## src/verilog/bpa_pkg.sv

```systemverilog
/*
 * Shared constants and carriers for the bit-reverse and program-space
 * address generator. Assumes a 16-bit core with a plain register port.
 */
package bpa_pkg;

  // ************************************************************
  // register map (word offsets on the plain register port)
  // ************************************************************
  localparam logic [3:0] OFS_ADDR_MODE_CONTROL = 4'h0;
  localparam logic [3:0] OFS_BITREV_CONTROL = 4'h1;
  localparam logic [3:0] OFS_TABLE_PAGE = 4'h2;
  localparam logic [3:0] OFS_REMAP_PAGE_SELECT = 4'h3;
  localparam logic [3:0] OFS_CORE_CONTROL = 4'h4;
  localparam logic [3:0] OFS_STATUS = 4'h5;

  // ************************************************************
  // field positions and reset values
  // ************************************************************
  localparam int POS_REVERSE_ENABLE = 15;
  localparam int POS_XMOD_ENABLE = 15;
  localparam int POS_REMAP_WINDOW_ENABLE = 2;
  localparam int POS_CONFIG_SPACE = 7;
  localparam int POS_PTR_SEL_LO = 8;
  localparam logic [3:0] PTR_SEL_NONE = 4'hF;
  localparam logic [15:0] RST_ADDR_MODE_CONTROL = 16'h0F00;
  localparam logic [15:0] RST_BITREV_CONTROL = 16'h0000;
  localparam logic [7:0] RST_TABLE_PAGE = 8'h00;
  localparam logic [7:0] RST_REMAP_PAGE_SELECT = 8'h00;
  localparam logic [15:0] RST_CORE_CONTROL = 16'h0000;
  localparam logic [1:0] RST_STATUS = 2'h0;
  localparam logic [15:0] RST_READ_DATA = 16'h0000;

  // ************************************************************
  // addressing modes of an X write request
  // ************************************************************
  typedef enum logic [2:0] {
    BPA_AM_DIRECT = 3'h0,
    BPA_AM_INDIRECT = 3'h1,
    BPA_AM_POST_INC = 3'h2,
    BPA_AM_POST_DEC = 3'h3,
    BPA_AM_PRE_INC = 3'h4,
    BPA_AM_PRE_DEC = 3'h5,
    BPA_AM_INDEXED = 3'h6
  } bpa_amode_e;

  typedef struct packed {
    logic valid;
    bpa_amode_e mode;
    logic byte_op;
    logic [3:0] ptr_sel;
    logic [15:0] ptr_val;
    logic [15:0] offset;
  } bpa_xwr_req_s;

  typedef struct packed {
    logic valid;
    logic [15:0] ea;
    logic wb_en;
    logic [3:0] wb_sel;
    logic [15:0] wb_val;
    logic reversed;
  } bpa_xwr_rsp_s;

  typedef struct packed {
    logic valid;
    logic table_op;
    logic write;
    logic [15:0] ea;
  } bpa_pacc_req_s;

  typedef struct packed {
    logic valid;
    logic [23:0] paddr;
    logic config_space;
    logic write;
    logic remap;
  } bpa_pacc_rsp_s;

endpackage
```

## src/verilog/bpa_agu.sv

```systemverilog
/*
 * Bit-reversed X write address update and program-space address build.
 * Assumes the pipeline presents one X write and one program-space
 * request per cycle, and that it owns all modulo correction itself.
 */
// Local design decisions: the register addresses and the address-and-strobe port.
`timescale 1ns/100ps
module bpa_agu
  import bpa_pkg::*;
(
  // clock and reset
  input wire logic mclk,
  input wire logic arst_n,
  // register port
  input wire logic [3:0] reg_addr,
  input wire logic [15:0] reg_wdata,
  input wire logic reg_wr,
  input wire logic reg_rd,
  output logic [15:0] reg_rdata,
  // x write generator
  input wire bpa_xwr_req_s xwr_req,
  output bpa_xwr_rsp_s xwr_rsp,
  output logic xwr_modulo_allow,
  // program-space access
  input wire bpa_pacc_req_s pacc_req,
  output bpa_pacc_rsp_s pacc_rsp,
  output logic pacc_refused
);

  // ************************************************************
  // helpers
  // ************************************************************
  // reverse-carry add: carries run from msb toward lsb
  function automatic logic [15:0] rev_add(input logic [15:0] a,
                                          input logic [15:0] b);
    logic c;
    logic [15:0] s;
    c = 1'b0;
    s = 16'h0000;
    for (int i = 15; i >= 0; i--) begin
      s[i] = a[i] ^ b[i] ^ c;
      c = (a[i] & b[i]) | (c & (a[i] ^ b[i]));
    end
    return s;
  endfunction

  function automatic logic is_inc(input bpa_amode_e m);
    return (m == BPA_AM_PRE_INC) || (m == BPA_AM_POST_INC);
  endfunction

  // reversed addressing is word sized only, so bit 0 never counts
  function automatic logic [15:0] word_align(input logic [15:0] a);
    return {a[15:1], 1'b0};
  endfunction

  // ************************************************************
  // registers
  // ************************************************************
  logic [15:0] mode_ctl_reg, mode_ctl_next;
  logic [15:0] brev_reg, brev_next;
  logic [7:0] tpage_reg, tpage_next;
  logic [7:0] rpage_reg, rpage_next;
  logic [15:0] core_reg, core_next;
  logic [15:0] rdata_reg, rdata_next;
  logic [1:0] sticky_reg, sticky_next;
  bpa_xwr_rsp_s xwr_reg, xwr_next;
  bpa_pacc_rsp_s pacc_reg, pacc_next;
  logic refused_reg, refused_next;

  logic [3:0] ptr_sel_fld;
  logic rev_active;
  logic [15:0] pivot_bytes;
  logic [15:0] norm_ea;
  logic [15:0] norm_new;
  logic [15:0] rev_new;
  logic remap_hit;
  logic remap_write;

  assign ptr_sel_fld = mode_ctl_reg[POS_PTR_SEL_LO +: 4];
  // pivot is a word count; one left shift makes it a byte step
  assign pivot_bytes = {brev_reg[14:0], 1'b0};
  assign rev_active = (ptr_sel_fld != PTR_SEL_NONE)
                      && brev_reg[POS_REVERSE_ENABLE]
                      && is_inc(xwr_req.mode)
                      && !xwr_req.byte_op
                      && (xwr_req.ptr_sel == ptr_sel_fld);
  // modulo still allowed on X read side; only write side is gated
  assign xwr_modulo_allow = mode_ctl_reg[POS_XMOD_ENABLE]
                            && !rev_active;

  assign remap_hit = pacc_req.valid && !pacc_req.table_op
                     && pacc_req.ea[15]
                     && core_reg[POS_REMAP_WINDOW_ENABLE];
  assign remap_write = remap_hit && pacc_req.write;

  // ************************************************************
  // x write generator
  // ************************************************************
  always_comb begin
    norm_ea = xwr_req.ptr_val;
    norm_new = xwr_req.ptr_val;
    unique case (xwr_req.mode)
      BPA_AM_POST_INC: norm_new = xwr_req.ptr_val + xwr_req.offset;
      BPA_AM_POST_DEC: norm_new = xwr_req.ptr_val - xwr_req.offset;
      BPA_AM_PRE_INC: begin
        norm_new = xwr_req.ptr_val + xwr_req.offset;
        norm_ea = norm_new;
      end
      BPA_AM_PRE_DEC: begin
        norm_new = xwr_req.ptr_val - xwr_req.offset;
        norm_ea = norm_new;
      end
      BPA_AM_INDEXED: norm_ea = xwr_req.ptr_val + xwr_req.offset;
      BPA_AM_DIRECT, BPA_AM_INDIRECT: norm_ea = xwr_req.ptr_val;
      default: norm_ea = xwr_req.ptr_val;
    endcase
    // reversed carry on the pointer; lsb never takes part
    rev_new = rev_add(word_align(xwr_req.ptr_val), pivot_bytes);
    rev_new[0] = 1'b0;

    xwr_next = '0;
    xwr_next.valid = xwr_req.valid;
    xwr_next.wb_sel = xwr_req.ptr_sel;
    if (xwr_req.valid && rev_active) begin
      xwr_next.reversed = 1'b1;
      xwr_next.ea = (xwr_req.mode == BPA_AM_PRE_INC) ? rev_new
                    : word_align(xwr_req.ptr_val);
      xwr_next.wb_en = 1'b1;
      xwr_next.wb_val = rev_new;
    end else if (xwr_req.valid) begin
      xwr_next.ea = norm_ea;
      xwr_next.wb_en = xwr_req.mode inside {BPA_AM_POST_INC,
        BPA_AM_POST_DEC, BPA_AM_PRE_INC, BPA_AM_PRE_DEC};
      xwr_next.wb_val = norm_new;
    end
  end

  // ************************************************************
  // program-space address build
  // ************************************************************
  always_comb begin
    pacc_next = '0;
    refused_next = 1'b0;
    if (pacc_req.valid && pacc_req.table_op) begin
      // table path keeps ea bit 0 so unaligned access works
      pacc_next.valid = 1'b1;
      pacc_next.paddr = {tpage_reg, pacc_req.ea};
      pacc_next.config_space = tpage_reg[POS_CONFIG_SPACE];
      pacc_next.write = pacc_req.write;
    end else if (remap_write) begin
      refused_next = 1'b1;
    end else if (remap_hit) begin
      pacc_next.valid = 1'b1;
      pacc_next.remap = 1'b1;
      // bit 23 zero, page bit 0 lands on bit 15, lsb forced clear
      pacc_next.paddr = {1'b0, rpage_reg[7:1], rpage_reg[0],
                         pacc_req.ea[14:1], 1'b0};
    end
  end

  // ************************************************************
  // register file
  // ************************************************************
  always_comb begin
    mode_ctl_next = mode_ctl_reg;
    brev_next = brev_reg;
    tpage_next = tpage_reg;
    rpage_next = rpage_reg;
    core_next = core_reg;
    rdata_next = 16'h0000;
    // sticky: reversed write seen, remap write refused; set beats clear
    sticky_next = sticky_reg;
    if (reg_wr) begin
      unique case (reg_addr)
        OFS_ADDR_MODE_CONTROL: mode_ctl_next = reg_wdata;
        OFS_BITREV_CONTROL: brev_next = reg_wdata;
        OFS_TABLE_PAGE: tpage_next = reg_wdata[7:0];
        OFS_REMAP_PAGE_SELECT: rpage_next = reg_wdata[7:0];
        OFS_CORE_CONTROL: core_next = reg_wdata;
        OFS_STATUS: sticky_next = sticky_reg & ~reg_wdata[1:0];
        default: ;
      endcase
    end
    if (xwr_next.reversed) begin
      sticky_next[0] = 1'b1;
    end
    if (refused_next) begin
      sticky_next[1] = 1'b1;
    end
    if (reg_rd) begin
      unique case (reg_addr)
        OFS_ADDR_MODE_CONTROL: rdata_next = mode_ctl_reg;
        OFS_BITREV_CONTROL: rdata_next = brev_reg;
        OFS_TABLE_PAGE: rdata_next = {8'h00, tpage_reg};
        OFS_REMAP_PAGE_SELECT: rdata_next = {8'h00, rpage_reg};
        OFS_CORE_CONTROL: rdata_next = core_reg;
        OFS_STATUS: rdata_next = {14'h0000, sticky_reg};
        default: rdata_next = 16'h0000;
      endcase
    end
  end

  always_ff @(posedge mclk or negedge arst_n) begin
    if (!arst_n) begin
      mode_ctl_reg <= RST_ADDR_MODE_CONTROL;
      brev_reg <= RST_BITREV_CONTROL;
      tpage_reg <= RST_TABLE_PAGE;
      rpage_reg <= RST_REMAP_PAGE_SELECT;
      core_reg <= RST_CORE_CONTROL;
      rdata_reg <= RST_READ_DATA;
      sticky_reg <= RST_STATUS;
    end else begin
      mode_ctl_reg <= mode_ctl_next;
      brev_reg <= brev_next;
      tpage_reg <= tpage_next;
      rpage_reg <= rpage_next;
      core_reg <= core_next;
      rdata_reg <= rdata_next;
      sticky_reg <= sticky_next;
    end
  end

  // x write answer, one cycle after the request
  always_ff @(posedge mclk or negedge arst_n) begin
    if (!arst_n) begin
      xwr_reg <= '0;
    end else begin
      xwr_reg <= xwr_next;
    end
  end

  // program-space answer and refusal pulse
  always_ff @(posedge mclk or negedge arst_n) begin
    if (!arst_n) begin
      pacc_reg <= '0;
      refused_reg <= 1'b0;
    end else begin
      pacc_reg <= pacc_next;
      refused_reg <= refused_next;
    end
  end

  assign reg_rdata = rdata_reg;
  assign xwr_rsp = xwr_reg;
  assign pacc_rsp = pacc_reg;
  assign pacc_refused = refused_reg;

endmodule

```

## config.mk

```make
export PLATFORM = sky130hd
export DESIGN_NAME = bpa_agu
export DESIGN_NICKNAME = d
export VERILOG_FILES = /design/src/verilog/bpa_pkg.sv /design/src/verilog/bpa_agu.sv
export SDC_FILE = /design/constraint.sdc
export NUM_CORES = 1
export LEC_CHECK = 0
export BUFFER_PORTS_ARGS = -buffer_cell sky130_fd_sc_hd__buf_4
export CORE_ASPECT_RATIO = 2
export CORE_MARGIN = 5
export CORE_UTILIZATION = 56
export DETAILED_ROUTE_END_ITERATION = 8
export GPL_TIMING_DRIVEN = 0
export PLACE_DENSITY = 0.81
export SYNTH_ARGS = -nofsm -noshare
export SYNTH_HDL_FRONTEND = slang
export SYNTH_SLANG_ARGS = --single-unit
```

## constraint.sdc

```tcl
create_clock -name mclk -period 17.9 [get_ports mclk]
set_input_delay 3.58 -clock mclk [delete_from_list [all_inputs] [get_ports mclk]]
set_output_delay 3.58 -clock mclk [all_outputs]
set_load 0.005 [all_outputs]
```

==> results by group <==
Outcome
  • Status: finished, final reports clean

Global route
  • Initial antenna violation count: 0
  • GRT Total Usage: 29.8%
  • Vias in the first global route: between 7000 and 8000
  • GRT Residual Overflow: 0
  • First-pass GRT wire length: roughly 41000 um
  • Largest net degree at the start of global routing: between 100 and 150

Floorplan
  • CORE AREA: 0.0149 mm2
  • I/O pin count: ~170
  • Die area: ~0.018 mm2
  • Die Ht: around 180 um
  • FP Rows: 63
  • Initial Util: 57.1%
  • DIE WIDTH: 97.2 um

Timing
  • Layout Skew: 7.46 ps
  • Measured slew at the worst slew-check pin: 1170 ps
  • Fin crit period: 9510 ps
  • Max-slew violations: 0
  • Final worst path period share: 53.1%
  • Crit path setup slack, layout: roughly 8400 ps
  • Slew HR: 21.2%
  • Hold slack: 490 ps
  • Number of setup violations in the final report: 0
  • Final setup TNS: 0 ps
  • RSZ-0062 raised after global routing: false
  • Max Fclk: 105 MHz
  • Final hold viol count: 0

Layout
  • Synth-to-Final Area Change: 25.4%
  • Share of layout cells above drive strength 1: 31.6%
  • Core Util, Final: between 70% and 80%
  • Non-filler instance count after layout: 1186
  • Largest register FFs: 39
  • Final Instance Area: roughly 0.011 mm2
  • Diodes inserted: 0
  • Nets: between 1000 and 1500

Critical path
  • RR Endpoint: xwr_rsp[23]
  • Top Family by Delay on Critical Path: adder cells
  • Worst r2r src: brev_reg[14]
  • Crit start category: input pin
  • Reg2Reg Depth: 19
  • Bufs and invs on worst path: 1
  • Critical path fanouts, max: 4
  • Worst EP required: 18190 ps
  • CP dominant cell by count: fa_1
  • Arr. time, crit path: 9790 ps
  • Cell Chain, Critical Path: buf_4 -> ha_1 -> fa_1 -> fa_1 -> fa_1 -> fa_1 -> fa_1 -> fa_1 -> fa_1 -> fa_1 -> fa_1 -> fa_1 -> fa_1 -> fa_1 -> fa_1 -> xor2_1 -> nand2_1 -> xnor2_1 -> a21oi_1 -> nor2_1
  • Register-to-Register Setup Slack: around 11000 ps
  • Worst setup path category: input pin to flip-flop
  • Slowest CP cell: fa_1
  • CP endpoint kind: flip-flop
  • CP max stage delay: 420 ps

CTS
  • CTS tree: built
  • Clk_lat worst skew: between 400 and 500 ps
  • Post-CTS Hold Buffers: 0
  • Total clock sinks: 149
  • Setup Fix Bufs, Post-CTS: 0
  • TritonCTS Buffers: 17
  • Worst-case clock buffer depth: 2
  • Clk root buf: clkbuf_16
  • Htree depth: 4
  • Cts repair resizes: 0
  • Clock slew seen by the registers of the worst setup and hold paths: roughly 60 ps

Pwr
  • Int Pwr: about 0.76 mW
  • Clock group share of total power: 37.0%
  • Power per cell area: roughly 100 mW/mm2
  • Switch share: between 20% and 30%
  • LEAKAGE: 5.03 nW
  • Worst VDD drop: 0.0961 mV
  • Power share of the combinational group: 23.6%
  • Reg power frac: between 30 and 40%
  • Tot Pwr: 1.06 mW
  • Sw Pwr: 0.306 mW

Yosys
  • Netlist cell types: 76
  • Post-synthesis cell count: 793
  • Area contributors post-synth: dfrtp_1 (43%), mux2_2 (9.4%), ha_1 (4.6%), fa_1 (3.5%), nor2_1 (2.7%)
  • Synth warn: 0
  • Total nets after synthesis: 923
  • Register bit total from synthesis: 149
  • Synth top area share: 42.6%
  • Mapped Area: 0.00851 mm2
  • FFs w/ async S/R, synth: 100%
  • Synth Area per Inst: 10.7 um2
  • Post-synth top area cell: dfrtp_1
  • Seq/Total Area, Yosys: a little over two fifths
  • Ys flop type: dfrtp_1
  • Post-synth EDFFs: 0

Placement
  • Number of port buffers: between 150 and 200
  • Pre-CTS WS: 8020 ps
  • HPWL after DPL: 20000 um
  • GP Congestion: about 1.0
  • Placed insts: 1155
  • Placement Cell Area: 0.0100 mm2

Drt
  • Drt drc: 0
  • Iter 0 DRT Violations: 520
  • Pre-antenna DRT Iters: 8
  • DR vias: around 7400
  • Via density: 6.20
  • WL final: 26400 um
  • Post-DRT Antenna Nets: 0
  • WL per Instance: 22.2 um

Hold path
  • HP Start: sticky_reg[1]
  • Worst hold path stage count: 1
  • Worst Hold End: sticky_reg[1]
  • Worst Hold Class: flip-flop to flip-flop

Job
  • Max Cap Viol: 0
-- cells in the mapped netlist (3+ instances only) --
library cell / instances
and2_1: 21
and3_1: 9
nor3_1: 12
nand2_2: 3
nand2b_1: 8
mux2i_1: 13
a21oi_1: 38
o21bai_1: 4
a31oi_1: 7
a222oi_1: 16
o21ai_0: 27
dfrtp_1: 145
xnor2_1: 16
a221oi_1: 4
a21o_1: 10
dfstp_2: 4
buf_4: 8
o221ai_1: 11
or3_1: 3
o21a_1: 4
clkbuf_1: 17
nand3_1: 12
buf_6: 3
or2_2: 3
ha_1: 31
nand2_1: 49
a22oi_1: 9
xor2_1: 14
buf_2: 12
o211ai_1: 8
nor2b_1: 8
a22o_1: 16
inv_1: 30
o22ai_1: 12
mux2_2: 71
nand4_1: 3
nor2_1: 61
fa_1: 15
a211oi_1: 5
-- worst max path at each step --
stage                     start  depth (start not counted)          end  slack [ps]
floorplan           xwr_req[31]                         19  xwr_rsp[23]        8510
global placement    xwr_req[31]                         20  xwr_rsp[23]        8020
detailed placement  xwr_req[31]                         20  xwr_rsp[23]        8020
CTS                 xwr_req[31]                         20  xwr_rsp[23]        8450
global route        xwr_req[31]                         20  xwr_rsp[23]        8210
finish              xwr_req[31]                         20  xwr_rsp[23]        8390
-- cell families after synthesis --
logic type	share of synthesized area, %
buffers and inverters	3.97
AND/OR/NAND/NOR	12.2
XOR/XNOR	3.41
adder cells (fa/ha/maj)	8.09
AO/OA/AOI/OAI	17.3
flip-flops	43.9
multiplexers	11.1
-- layer usage --
layer / track usage, % / vias up / share of wire [%]
met2: 56.0 / 374 / 54
met4: 20.7 / 0 / 7.0
met5: 0 / - / 0
met1: 28.7 / 3608 / 32
met3: 5.72 / 108 / 6.5
li1: - / 3261 / -
-- final cells by class --
class                           instances  area, um2
Buffer                                 40        218
Clock buffer                           19        443
Clock inverter                         12        200
Fill cell                            1122       4220
Inverter                               32        120
Multi-Input combinational cell        572       4440
Sequential cell                       149       3730
Tap cell                              195        244
Timing Repair Buffer                  167       1280
-- power by group through the flow --
| stage | combinational [mW] | sequential (mW) | clock, mW |
|---|---|---|---|
| final | 0.251 | 0.420 | 0.393 |
| after global placement | 0.240 | 0.422 | 0 |
| after detailed placement | 0.247 | 0.424 | 0 |
| after floorplan | 0.153 | 0.415 | 0 |
| after CTS | 0.249 | 0.419 | 0.397 |
| after global routing | 0.275 | 0.425 | 0.412 |
-- cells in the final DEF, fill, tap and decap left out, drive strengths merged, types with 8 or more instances in the layout --
cell type  netlist  final
buf             23    190
dfrtp          145    145
mux2            72     72
nor2            63     63
nand2           52     52
a21oi           38     38
clkbuf          17     36
inv             30     32
ha              31     31
o21ai           29     29
and2            21     21
xnor2           17     17
a222oi          16     16
a22o            16     16
fa              15     15
xor2            14     14
mux2i           13     13
nand3           12     12
nor3            12     12
o22ai           12     12
o221ai          11     11
a21o            10     10
a22oi            9      9
and3             9      9
nor2b            9      9
nand2b           8      8
o211ai           8      8
-- worst reg2reg max path, stage by stage, from the launching register on --
cell     delay (ps)
dfrtp_1         410
ha_1            200
fa_1            380
fa_1            400
fa_1            400
fa_1            410
fa_1            420
fa_1            400
fa_1            400
fa_1            400
fa_1            390
fa_1            410
fa_1            390
fa_1            400
fa_1            390
xor2_1          240
nand2_1         100
xnor2_1         150
a21oi_1         140
nor2_1           50
Note: power is estimated with default switching activity, not from simulation.
